## src/rtl/dbg_abs_pkg.sv

```systemverilog
// constants, layouts and carrier types for the abstract command block
// Notes on behaviour
// - regs 0-0xFFF csr, next 32 gpr, rest unimplemented
// - illegal regno with transfer set: error three
// - virtual flag bit 23 reads zero, no error
// - size 0/1/2 selects 8/16/32 bits, resets 2
// - small size to instruction memory/pic: error three
// - memory size above two: error two
// - post-increment adds size bytes to address register
// - direction zero reads memory into first register
// - direction one stores first register to memory
// - bits 18:17, 15:14, 13:0 read zero
// - autoexec write while busy sets busy error
// - autoexec bit 1: second register access reruns
// - autoexec bit 0: first register access reruns
// - autoexec at dmi address, bits 31:2 zero
// - type 0 register, 2 memory, else error two
// - nonzero error blocks command writes and starts
// - second register address, first register data
package dbg_abs_pkg;
  // debug module interface word addresses
  localparam logic [6:0] ADDR_FIRST_DATA = 7'h04;
  localparam logic [6:0] ADDR_SECOND_DATA = 7'h05;
  localparam logic [6:0] ADDR_ABS_STATUS = 7'h16;
  localparam logic [6:0] ADDR_COMMAND = 7'h17;
  localparam logic [6:0] ADDR_AUTOEXEC = 7'h18;
  // command word fields
  localparam int TYPE_HI = 31;
  localparam int TYPE_LO = 24;
  localparam int VIRT_BIT = 23;
  localparam int SIZE_HI = 22;
  localparam int SIZE_LO = 20;
  localparam int POSTINC_BIT = 19;
  localparam int POSTEXEC_BIT = 18;
  localparam int TRANSFER_BIT = 17;
  localparam int WRITE_BIT = 16;
  localparam int REGNO_HI = 15;
  localparam int REGNO_LO = 0;
  localparam logic [7:0] TYPE_REG = 8'h00;
  localparam logic [7:0] TYPE_MEM = 8'h02;
  localparam logic [2:0] SIZE_32 = 3'h2;
  localparam logic [31:0] COMMAND_RESET = 32'h00220000;
  // readable command bits: size and post-increment only
  localparam logic [31:0] COMMAND_READ_MASK = 32'h00780000;
  localparam logic [15:0] REGNO_CSR_LAST = 16'h0FFF;
  localparam logic [15:0] REGNO_GPR_LAST = 16'h101F;
  // status register fields
  localparam int ERR_HI = 10;
  localparam int ERR_LO = 8;
  localparam int BUSY_BIT = 12;
  localparam logic [3:0] DATA_COUNT = 4'h2;
  localparam int COUNT_HI = 3;
  localparam int COUNT_LO = 0;
  // command error codes
  localparam logic [2:0] ERR_NONE = 3'h0;
  localparam logic [2:0] ERR_BUSY = 3'h1;
  localparam logic [2:0] ERR_NOT_SUPPORTED = 3'h2;
  localparam logic [2:0] ERR_EXCEPTION = 3'h3;
  // autoexec bits
  localparam int AUTO_FIRST_BIT = 0;
  localparam int AUTO_SECOND_BIT = 1;
  localparam logic [1:0] AUTO_RESET = 2'h0;
  // memory regions that only take 32-bit access
  localparam logic [31:0] ITCM_BASE = 32'hEE000000;
  localparam logic [31:0] ITCM_MASK = 32'hFF000000;
  localparam logic [31:0] PIC_BASE = 32'hF00C0000;
  localparam logic [31:0] PIC_MASK = 32'hFFFF0000;

  typedef struct packed {
    logic [6:0] addr;
    logic write;
    logic [31:0] wdata;
  } dmi_req_t;

  typedef struct packed {
    logic is_mem;
    logic write;
    logic [2:0] size;
    logic [15:0] regno;
    logic [31:0] addr;
    logic [31:0] wdata;
  } exec_cmd_t;
endpackage

```

## src/rtl/debug_abstract_mem_cmd.sv

```systemverilog
// abstract command decode, launch, autoexec and data registers
`timescale 1ns/1ps
module debug_abstract_mem_cmd (
  input wire logic clk,
  input wire logic rst_n,
  input wire logic dmi_req_valid,
  input wire dbg_abs_pkg::dmi_req_t dmi_req,
  output logic dmi_resp_valid,
  output logic [31:0] dmi_resp_rdata,
  output logic exec_valid,
  output dbg_abs_pkg::exec_cmd_t exec_cmd,
  input wire logic exec_done,
  input wire logic [2:0] exec_err,
  input wire logic [31:0] exec_rdata,
  output logic busy,
  output logic [2:0] cmd_err
);
  typedef enum logic {ST_IDLE, ST_EXEC} state_t;

  state_t state_reg, state_next;
  logic busy_reg, busy_next;
  logic [31:0] command_reg, command_next;
  logic [1:0] auto_reg, auto_next;
  logic [31:0] first_data_reg, first_data_next;
  logic [31:0] second_data_reg, second_data_next;
  logic [2:0] err_reg, err_next;
  logic resp_valid_reg, resp_valid_next;
  logic [31:0] resp_rdata_reg, resp_rdata_next;
  logic exec_valid_reg, exec_valid_next;
  dbg_abs_pkg::exec_cmd_t exec_cmd_reg, exec_cmd_next;

  // address lies where only word access is allowed
  function automatic logic word_only_region(input logic [31:0] addr);
    word_only_region = ((addr & dbg_abs_pkg::ITCM_MASK) == dbg_abs_pkg::ITCM_BASE) ||
                       ((addr & dbg_abs_pkg::PIC_MASK) == dbg_abs_pkg::PIC_BASE);
  endfunction

  // error code a command earns before it is launched
  function automatic logic [2:0] check_cmd(input logic [31:0] cmd, input logic [31:0] addr);
    logic [7:0] ctype;
    logic [2:0] size;
    ctype = cmd[dbg_abs_pkg::TYPE_HI:dbg_abs_pkg::TYPE_LO];
    size = cmd[dbg_abs_pkg::SIZE_HI:dbg_abs_pkg::SIZE_LO];
    check_cmd = dbg_abs_pkg::ERR_NONE;
    if (ctype == dbg_abs_pkg::TYPE_REG) begin
      if (cmd[dbg_abs_pkg::TRANSFER_BIT]) begin
        if (size != dbg_abs_pkg::SIZE_32 || cmd[dbg_abs_pkg::POSTEXEC_BIT]) begin
          check_cmd = dbg_abs_pkg::ERR_NOT_SUPPORTED;
        end else if (cmd[dbg_abs_pkg::REGNO_HI:dbg_abs_pkg::REGNO_LO] > dbg_abs_pkg::REGNO_GPR_LAST) begin
          check_cmd = dbg_abs_pkg::ERR_EXCEPTION;
        end
      end
    end else if (ctype == dbg_abs_pkg::TYPE_MEM) begin
      if (size > dbg_abs_pkg::SIZE_32) begin
        check_cmd = dbg_abs_pkg::ERR_NOT_SUPPORTED;
      end else if (size < dbg_abs_pkg::SIZE_32 && word_only_region(addr)) begin
        check_cmd = dbg_abs_pkg::ERR_EXCEPTION;
      end
    end else begin
      check_cmd = dbg_abs_pkg::ERR_NOT_SUPPORTED;
    end
  endfunction

  // byte count of a legal size code
  function automatic logic [31:0] size_bytes(input logic [2:0] size);
    size_bytes = 32'h00000001 << size;
  endfunction

  logic is_first;
  logic is_second;
  logic is_cmd;
  logic is_auto;
  logic is_status;
  logic wr_req;
  logic idle_now;
  logic done_now;
  logic done_ok;
  logic cmd_launch;
  logic auto_launch;
  logic launch;
  logic launch_run;
  logic [31:0] launch_cmd;
  logic [2:0] launch_err;

  // request decode; the debugger bus runs on this clock, so no synchroniser
  always_comb begin
    is_first = dmi_req_valid && dmi_req.addr == dbg_abs_pkg::ADDR_FIRST_DATA;
    is_second = dmi_req_valid && dmi_req.addr == dbg_abs_pkg::ADDR_SECOND_DATA;
    is_cmd = dmi_req_valid && dmi_req.addr == dbg_abs_pkg::ADDR_COMMAND;
    is_auto = dmi_req_valid && dmi_req.addr == dbg_abs_pkg::ADDR_AUTOEXEC;
    is_status = dmi_req_valid && dmi_req.addr == dbg_abs_pkg::ADDR_ABS_STATUS;
    wr_req = dmi_req_valid && dmi_req.write;
    idle_now = state_reg == ST_IDLE;
    done_now = state_reg == ST_EXEC && exec_done;
    done_ok = done_now && exec_err == dbg_abs_pkg::ERR_NONE;
    // a set error field blocks both kinds of start
    cmd_launch = idle_now && is_cmd && wr_req && err_reg == dbg_abs_pkg::ERR_NONE;
    auto_launch = idle_now && err_reg == dbg_abs_pkg::ERR_NONE &&
                  ((is_first && auto_reg[dbg_abs_pkg::AUTO_FIRST_BIT]) ||
                   (is_second && auto_reg[dbg_abs_pkg::AUTO_SECOND_BIT]));
  end

  // every start, written or automatic, passes the same checks
  always_comb begin
    launch = cmd_launch || auto_launch;
    launch_cmd = command_next;
    launch_err = dbg_abs_pkg::ERR_NONE;
    launch_run = 1'b0;
    if (launch) begin
      launch_err = check_cmd(launch_cmd, second_data_next);
      // register access without transfer succeeds with nothing to run
      launch_run = launch_err == dbg_abs_pkg::ERR_NONE &&
                   (launch_cmd[dbg_abs_pkg::TYPE_HI:dbg_abs_pkg::TYPE_LO] == dbg_abs_pkg::TYPE_MEM ||
                    launch_cmd[dbg_abs_pkg::TRANSFER_BIT]);
    end
  end

  // data registers: debugger writes only when idle, results only on success
  always_comb begin
    first_data_next = first_data_reg;
    second_data_next = second_data_reg;
    if (done_ok) begin
      if (!exec_cmd_reg.write) begin
        first_data_next = exec_rdata;
      end
      if (command_reg[dbg_abs_pkg::POSTINC_BIT] && exec_cmd_reg.is_mem) begin
        second_data_next = second_data_reg + size_bytes(exec_cmd_reg.size);
      end
    end
    // writes while busy are dropped so a running command sees stable operands
    if (idle_now && wr_req && is_first) begin
      first_data_next = dmi_req.wdata;
    end
    if (idle_now && wr_req && is_second) begin
      second_data_next = dmi_req.wdata;
    end
  end

  // data register flops
  always_ff @(posedge clk or negedge rst_n) begin
    if (!rst_n) begin
      first_data_reg <= 32'h00000000;
      second_data_reg <= 32'h00000000;
    end else begin
      first_data_reg <= first_data_next;
      second_data_reg <= second_data_next;
    end
  end

  // command word and autoexec control
  always_comb begin
    command_next = command_reg;
    auto_next = auto_reg;
    if (done_ok && command_reg[dbg_abs_pkg::POSTINC_BIT] && !exec_cmd_reg.is_mem) begin
      // register number wraps at the top of its field
      command_next[dbg_abs_pkg::REGNO_HI:dbg_abs_pkg::REGNO_LO] =
        command_reg[dbg_abs_pkg::REGNO_HI:dbg_abs_pkg::REGNO_LO] + 16'h0001;
    end
    if (cmd_launch) begin
      command_next = dmi_req.wdata;
      command_next[dbg_abs_pkg::VIRT_BIT] = 1'b0;
    end
    if (idle_now && wr_req && is_auto) begin
      auto_next = dmi_req.wdata[dbg_abs_pkg::AUTO_SECOND_BIT:dbg_abs_pkg::AUTO_FIRST_BIT];
    end
  end

  // command and autoexec flops
  always_ff @(posedge clk or negedge rst_n) begin
    if (!rst_n) begin
      command_reg <= dbg_abs_pkg::COMMAND_RESET;
      auto_reg <= dbg_abs_pkg::AUTO_RESET;
    end else begin
      command_reg <= command_next;
      auto_reg <= auto_next;
    end
  end

  // error field: hardware sets win over a clear in the same cycle
  always_comb begin
    err_next = err_reg;
    if (done_now && exec_err != dbg_abs_pkg::ERR_NONE) begin
      err_next = exec_err;
    end
    if (!idle_now) begin
      if ((is_first || is_second || (is_cmd && wr_req) || (is_auto && wr_req)) &&
          err_next == dbg_abs_pkg::ERR_NONE) begin
        err_next = dbg_abs_pkg::ERR_BUSY;
      end
    end else if (is_status && wr_req) begin
      err_next = err_reg & ~dmi_req.wdata[dbg_abs_pkg::ERR_HI:dbg_abs_pkg::ERR_LO];
    end
    if (launch_err != dbg_abs_pkg::ERR_NONE) begin
      err_next = launch_err;
    end
  end

  // error flop
  always_ff @(posedge clk or negedge rst_n) begin
    if (!rst_n) begin
      err_reg <= dbg_abs_pkg::ERR_NONE;
    end else begin
      err_reg <= err_next;
    end
  end

  // launch and completion of the core-side command
  always_comb begin
    state_next = state_reg;
    busy_next = busy_reg;
    exec_valid_next = exec_valid_reg;
    exec_cmd_next = exec_cmd_reg;
    unique case (state_reg)
      ST_IDLE: begin
        if (launch_run) begin
          state_next = ST_EXEC;
          busy_next = 1'b1;
          exec_valid_next = 1'b1;
          exec_cmd_next.is_mem = launch_cmd[dbg_abs_pkg::TYPE_HI:dbg_abs_pkg::TYPE_LO] == dbg_abs_pkg::TYPE_MEM;
          exec_cmd_next.write = launch_cmd[dbg_abs_pkg::WRITE_BIT];
          exec_cmd_next.size = launch_cmd[dbg_abs_pkg::SIZE_HI:dbg_abs_pkg::SIZE_LO];
          exec_cmd_next.regno = launch_cmd[dbg_abs_pkg::REGNO_HI:dbg_abs_pkg::REGNO_LO];
          exec_cmd_next.addr = second_data_next;
          exec_cmd_next.wdata = first_data_next;
        end
      end
      ST_EXEC: begin
        // command held stable until the core reports done
        if (exec_done) begin
          state_next = ST_IDLE;
          busy_next = 1'b0;
          exec_valid_next = 1'b0;
        end
      end
    endcase
  end

  // execution flops; busy has its own flop so the pin comes from a register
  always_ff @(posedge clk or negedge rst_n) begin
    if (!rst_n) begin
      state_reg <= ST_IDLE;
      busy_reg <= 1'b0;
      exec_valid_reg <= 1'b0;
      exec_cmd_reg <= '0;
    end else begin
      state_reg <= state_next;
      busy_reg <= busy_next;
      exec_valid_reg <= exec_valid_next;
      exec_cmd_reg <= exec_cmd_next;
    end
  end

  // register reads answer one cycle after the request
  always_comb begin
    resp_valid_next = dmi_req_valid;
    resp_rdata_next = resp_rdata_reg;
    if (dmi_req_valid) begin
      resp_rdata_next = 32'h00000000;
      if (is_first) begin
        resp_rdata_next = first_data_reg;
      end else if (is_second) begin
        resp_rdata_next = second_data_reg;
      end else if (is_cmd) begin
        resp_rdata_next = command_reg & dbg_abs_pkg::COMMAND_READ_MASK;
      end else if (is_auto) begin
        resp_rdata_next[dbg_abs_pkg::AUTO_SECOND_BIT:dbg_abs_pkg::AUTO_FIRST_BIT] = auto_reg;
      end else if (is_status) begin
        resp_rdata_next[dbg_abs_pkg::BUSY_BIT] = busy_reg;
        resp_rdata_next[dbg_abs_pkg::ERR_HI:dbg_abs_pkg::ERR_LO] = err_reg;
        resp_rdata_next[dbg_abs_pkg::COUNT_HI:dbg_abs_pkg::COUNT_LO] = dbg_abs_pkg::DATA_COUNT;
      end
    end
  end

  // response flops; read data stands until the next answer
  always_ff @(posedge clk or negedge rst_n) begin
    if (!rst_n) begin
      resp_valid_reg <= 1'b0;
      resp_rdata_reg <= 32'h00000000;
    end else begin
      resp_valid_reg <= resp_valid_next;
      resp_rdata_reg <= resp_rdata_next;
    end
  end

  assign dmi_resp_valid = resp_valid_reg;
  assign dmi_resp_rdata = resp_rdata_reg;
  assign exec_valid = exec_valid_reg;
  assign exec_cmd = exec_cmd_reg;
  assign busy = busy_reg;
  assign cmd_err = err_reg;
endmodule

```

## config.mk

```make
export PLATFORM = sky130hd
export DESIGN_NAME = debug_abstract_mem_cmd
export DESIGN_NICKNAME = d
export VERILOG_FILES = /design/src/rtl/dbg_abs_pkg.sv /design/src/rtl/debug_abstract_mem_cmd.sv
export SDC_FILE = /design/constraint.sdc
export NUM_CORES = 1
export LEC_CHECK = 0
export BUFFER_PORTS_ARGS = -buffer_cell sky130_fd_sc_hd__buf_2
export CAP_MARGIN = 30
export CORE_MARGIN = 3
export CORE_UTILIZATION = 61
export CTS_CLUSTER_DIAMETER = 60
export DETAILED_ROUTE_END_ITERATION = 8
export GPL_TIMING_DRIVEN = 0
export PLACE_DENSITY = 0.84
export SYNTH_ARGS = -nofsm -noshare
export SYNTH_HDL_FRONTEND = slang
export SYNTH_SLANG_ARGS = --single-unit
```

## constraint.sdc

```tcl
create_clock -name clk -period 9.75 [get_ports clk]
set_clock_uncertainty 0.15 [all_clocks]
set_input_delay 0.975 -clock clk [delete_from_list [all_inputs] [get_ports clk]]
set_output_delay 0.975 -clock clk [all_outputs]
set_load 0.02 [all_outputs]
```

## Word level (Yosys, flattened, before mapping)

Index checks and enable logic that the tools add are counted.

- Bitwise logic cells: 3
- Shift operators: 1
- Order comparisons: 3
- Reduce and logical (&&, ||, !) cells: 47
- $add $sub $neg: 2
- Equality and inequality tests: 11
- Multiplexer cells: 42

Operator list:

| cell | number |
|---|---|
| $mux W32 | 9 |
| $mux W3 | 13 |
| $add A32 B32 Y32 | 1 |
| $shl A1 B3 Y32 const A | 1 |
| $logic_and A1 B1 Y1 | 29 |
| $eq A7 B5 Y1 const B | 3 |
| $add A16 B1 Y16 const B | 1 |
| $eq A16 B16 Y1 const B | 1 |
| $gt A16 B13 Y1 const B | 1 |
| $mux W16 | 1 |
| $eq A7 B3 Y1 const B | 2 |
| $mux W2 | 7 |
| $logic_not A3 Y1 | 4 |
| $mux W10 | 1 |
| $eq A8 B2 Y1 const B | 1 |
| $eq A8 B8 Y1 const B | 1 |
| $logic_not A8 Y1 | 1 |
| $logic_or A1 B1 Y1 | 8 |
| $mux W1 | 8 |
| $reduce_bool A3 Y1 | 2 |
| $mux W4 | 1 |
| $pmux W1 S2 | 2 |
| $reduce_and A2 Y1 | 2 |
| $and A3 B3 Y3 | 1 |
| other kinds (8) | 8 |

- Word-level logic and storage cells: 125
- Input bits: 79
- Bits in registers: 220
- Output and inout port bits: 123

## Logic depth before layout (Yosys ltp)

- Depth in word-level cells: 18
- Mapped depth: 15

## Worst setup path before layout

No wires, ideal clock.

- Path type: input-to-reg
- From: in dmi_req_valid
- To: reg exec_cmd_reg (netlist bit exec_cmd[10])
- Arrival: 4.176 ns
- Buffers on the path: 4
- Data required time: 9.475 ns
- Slack: 5.299 ns
- Stages on the path: 13
- Cells stage by stage: buf_2 -> nand4b_1 -> or4_1 -> buf_4 -> mux2_4 -> or4_4 -> nor3_1 -> a31oi_1 -> a41o_1 -> nor3_4 -> buf_8 -> buf_6 -> mux2_4

- Elaborated cells on any way between the ends: 42
- Those cells by class: 3 x order compare; 4 x eq/ne; 12 x mux; 23 x reduce/logical

RTL lines:

| what | RTL line | text |
|---|---|---|
| from (decl) | debug_abstract_mem_cmd.sv:6 | `input wire logic dmi_req_valid,` |
| $logic_and A1 B1 Y1 | debug_abstract_mem_cmd.sv:89 | `is_cmd = dmi_req_valid && dmi_req.addr == dbg_abs_pkg::ADDR_COMMAND;` |
| $logic_and A1 B1 Y1 | debug_abstract_mem_cmd.sv:97 | `cmd_launch = idle_now && is_cmd && wr_req && err_reg == dbg_abs_pkg::ERR_NONE;` |
| $logic_and A1 B1 Y1 (*) (2 in series) | debug_abstract_mem_cmd.sv:97 |  |
| $mux W32 (*) | debug_abstract_mem_cmd.sv:159 | `if (cmd_launch) begin` |
| via command_next[30] | debug_abstract_mem_cmd.sv:22 | `logic [31:0] command_reg, command_next;` |
| $eq A8 B2 Y1 | debug_abstract_mem_cmd.sv:53, debug_abstract_mem_cmd.sv:113 |  |
| $mux W3 | debug_abstract_mem_cmd.sv:53 | `end else if (ctype == dbg_abs_pkg::TYPE_MEM) begin` |
| $mux W3 | debug_abstract_mem_cmd.sv:45 | `if (ctype == dbg_abs_pkg::TYPE_REG) begin` |
| $mux W3 | debug_abstract_mem_cmd.sv:109 | `if (launch) begin` |
| $logic_not A3 Y1 | debug_abstract_mem_cmd.sv:112 | `launch_run = launch_err == dbg_abs_pkg::ERR_NONE &&` |
| $logic_and A1 B1 Y1 (*) | debug_abstract_mem_cmd.sv:112 |  |
| $mux W1 (*) | debug_abstract_mem_cmd.sv:109 |  |
| $reduce_and A2 Y1 (no source line) (*) | - |  |
| to (signal assigned) | debug_abstract_mem_cmd.sv:249 | `exec_cmd_reg <= exec_cmd_next;` |
| to (decl) | debug_abstract_mem_cmd.sv:30 | `dbg_abs_pkg::exec_cmd_t exec_cmd_reg, exec_cmd_next;` |

The timed path passes the listed nets; every way through them passes the cells marked *. The select of a mux whose other input is x is not followed.
A chain may end at the register's enable or synchronous reset.

## Worst setup path after layout

- From: reg exec_cmd_reg (netlist bit exec_cmd[80])
- To: reg exec_cmd_reg (netlist bit exec_cmd[13])

- Word-level cells in the longest chain between the ends: 17
- Elaborated cells on any way between the ends: 18
- Those cells by class: 1 x add/sub; 2 x eq/ne; 1 x shift; 9 x mux; 5 x reduce/logical

RTL lines:

| what | RTL line | text |
|---|---|---|
| $shl A1 B3 Y32 (*) | debug_abstract_mem_cmd.sv:66 | `size_bytes = 32'h00000001 << size;` |
| $add A32 B32 Y32 (*) | debug_abstract_mem_cmd.sv:127 | `second_data_next = second_data_reg + size_bytes(exec_cmd_reg.size);` |
| $mux W32 (*) | debug_abstract_mem_cmd.sv:126 | `if (command_reg[dbg_abs_pkg::POSTINC_BIT] && exec_cmd_reg.is_mem) begin` |
| $mux W32 (*) | debug_abstract_mem_cmd.sv:122 | `if (done_ok) begin` |
| $mux W32 (*) | debug_abstract_mem_cmd.sv:134 | `if (idle_now && wr_req && is_second) begin` |
| via second_data_next[25] | debug_abstract_mem_cmd.sv:25 | `logic [31:0] second_data_reg, second_data_next;` |
| $eq A16 B16 Y1 / $eq A8 B8 Y1 (equally long branches) | debug_abstract_mem_cmd.sv:35, debug_abstract_mem_cmd.sv:34 |  |
| $logic_or A1 B1 Y1 (*) | debug_abstract_mem_cmd.sv:34 | `word_only_region = ((addr & dbg_abs_pkg::ITCM_MASK) == dbg_abs_pkg::ITCM_BASE) \|\|` |
| (+2 left out) | - |  |
| $mux W2 (*) | debug_abstract_mem_cmd.sv:54 | `if (size > dbg_abs_pkg::SIZE_32) begin` |
| $mux W3 (*) | debug_abstract_mem_cmd.sv:53 |  |
| $mux W3 (*) | debug_abstract_mem_cmd.sv:45 |  |
| $mux W3 (*) | debug_abstract_mem_cmd.sv:109 |  |
| $logic_not A3 Y1 (*) | debug_abstract_mem_cmd.sv:112 |  |
| $logic_and A1 B1 Y1 (*) | debug_abstract_mem_cmd.sv:112 |  |
| $mux W1 (*) | debug_abstract_mem_cmd.sv:109 |  |
| $reduce_and A2 Y1 (no source line) (*) | - |  |

Marks and branches as above.

==> reports/metrics.yaml <==
grt_pass1_wl_um: 51500
initial_utilization: 0.631
synth.yosys.warnings: 0
hpwl_um: 24900
yosysTopAreaCell: "dfrtp_1"
path_cells: "clkbuf_1, nor3b_1, ha_1, a211oi_1, nor3_1, o2111ai_1, o21ai_0, a31oi_1, a2111oi_0, and4_1, nor3_4, buf_8, buf_6, mux2_4"
fin_setup_tns_ps: 0
hold_viol: 0
end_kind: "flip-flop"
fp.dieW_um: 140
ys_seq_area_frac: 0.499
power_mw: 2.00
routed_wl_um: 33200
globalRouteTotalUtil: 0.332
root_buffer: "clkbuf_16"
core_mm2: 0.0175
critical_path_class: "reg -> reg"
drv_cap: 0
cp_slowest_cell: "o2111ai_1"
numCtsBuffers: 23
fin_crit_sh: 0.524
cp_data_arrival_time_ps: 5340
pin_count: 202
route.detailed.drc: 0
yosys_most_used_dff: "dfrtp_1"
max_slew_margin: 0.284
fp.dieH_um: 140
io_buffers: 200
syn_avg_cell_area_um2: 10.8
post_cts.resized_instances: 0
stdcell_count: 1500
critical_path_required_ps: 9980
slowest_delay_ps: 580
finalSetupViolCount: 0
grt_start_max_net_pins: 89
yosysUniqueCellTypes: 73
synth_top_area_share: 0.495
hold_buffers: 0
fillers: 1213
viasPerCell: 6.22
critPathLaunchType: "flip-flop"
rsz0062_at_grt: "false"
ys_ff_latch: 220
globalplace.congestion: 1.01
place_inst: 1453
area_delta_synth_final_pct: 19.2
fmax_mhz: 196
post_cts_buffers: 0
synth_edf_count: 0
grt_pass1_vias: 9238
drive_gt1_frac: 0.294
reg2reg_from: "exec_cmd[80]"
drt_iter0_markers: 936
final.min_clock_period_ps: 5110
firstDrtPassIters: 7
async_flop_share: 1.00
hold_path.class: "in -> async"
ys_top_cells_by_count: "dfrtp_1, nand2_1, nor2_1, mux2_2, a21oi_1"
worstPathMaxFanout: 10
syn_nets: 1114
htree_num_levels: 1
ir_drop_v: 0.000157
dieArea_mm2: 0.0197
cts_tree: "built"
worstSetupStartpoint: "exec_cmd[80]"
syn_inst: 1025
cts.path.max_buffers: 3
num_rows: 48
synth.area.top_cells: "dfrtp_1, mux2_2, mux2i_1, nand2_1, mux2_4"
finalMaxSlewViolations: 0
outcome: "finished clean"
p_leak_nw: 6.42
antenna_found_initial: 4
syn_area_mm2: 0.0110
overflow: 0
tightest_slew_ps: 1070
largest_register_ffs: 85
num_vias: 9332
ant_nets: 0
wl_per_cell_um: 22.2
pwr_density_cell_mw_per_mm2: 152
clkTransAtPathRegs_ps: 60
clk_latency_ps: 520
final_nets: 1343
clkSinkCount: 220
post-synth-top-count-cell: "dfrtp_1"
==> kinds of logic after synthesis <==
logic type,count (synthesis),synth area share
mux,158,0.166
xor+xnor,35,0.0278
flops,220,0.499
compound gates,188,0.109
fa+ha+maj,10,0.0120
buf+inv,69,0.0307
simple gates,345,0.155
==> critical path: cells and delay by family, from the launching register on <==
| kind | cells | cell delay (ps) |
|---|---|---|
| flip-flops | 1 | 370 |
| adder cells (fa/ha/maj) | 1 | 320 |
| AO/OA/AOI/OAI | 5 | 1730 |
| AND/OR/NAND/NOR | 4 | 1270 |
| multiplexers | 1 | 310 |
| buffers and inverters | 3 | 800 |
==> path summary, 6_finish.rpt <==
kind	end	slack, ps	cells after the start
max	exec_cmd[13]	4640	14
max in group asynchronous	command_reg[17]	8390	2
min	dmi_resp_rdata[26]	250	1
min in group clk	command_reg[16]	320	2
max reg2reg	exec_cmd[13]	4640	14
min reg2reg	command_reg[16]	320	2
==> area by class of cell <==
class / count / area (µm²) / area share
antenna: 5 / 12.5 / 0.000951
buffer: 60 / 305 / 0.0232
clock buffer: 34 / 657 / 0.0499
timing repair buffer: 204 / 1080 / 0.0824
tap: 225 / 282 / 0.0214
inverter: 9 / 33.8 / 0.00257
multi-input combinational: 736 / 5180 / 0.394
clock inverter: 7 / 87.6 / 0.00666
sequential: 220 / 5510 / 0.419
==> cells in the final DEF, fill, tap and decap left out, types with 7 or more instances in the layout <==
master and n:
a21oi_1 62, a31oi_1 12, and3_1 9, buf_2 202, buf_4 7, clkbuf_1 48
clkbuf_16 23, dfrtp_1 218, ha_1 9, inv_1 9, mux2_2 84, mux2_4 28
mux2i_1 46, nand2_1 115, nand3_1 28, nand4_1 21, nor2_1 85, nor3_1 17
nor4_1 9, o21ai_0 42, o2bb2ai_1 22, or4_1 10, xnor2_1 17, xor2_1 18
==> power by group <==
group,total (mW),switching (mW),internal [mW]
Clock,0.875,0.357,0.518
Sequential,0.970,0.0288,0.942
Combinational,0.156,0.0979,0.0580
==> per-layer routing <==
| metal | track usage | wire length [µm] |
|---|---|---|
| met1 | 0.469 | 12900 |
| met5 | 0 | 17 |
| met2 | 0.516 | 15400 |
| met4 | 0.102 | 801 |
| met3 | 0.0765 | 4090 |
==> through the flow <==
step / cell area, µm² / util / setup slack, ps / hold slack, ps
2_1_floorplan: 11000 / - / 5300 / 286
3_3_place_gp: 12300 / 0.705 / 3920 / 301
3_5_place_dp: 12400 / 0.709 / 4390 / 304
4_1_cts: 13100 / 0.751 / 4740 / 267
5_1_grt: 13100 / 0.752 / 4400 / 280
6_report: 13200 / 0.753 / 4640 / 247
No activity file was read; power rests on OpenSTA's default activity.
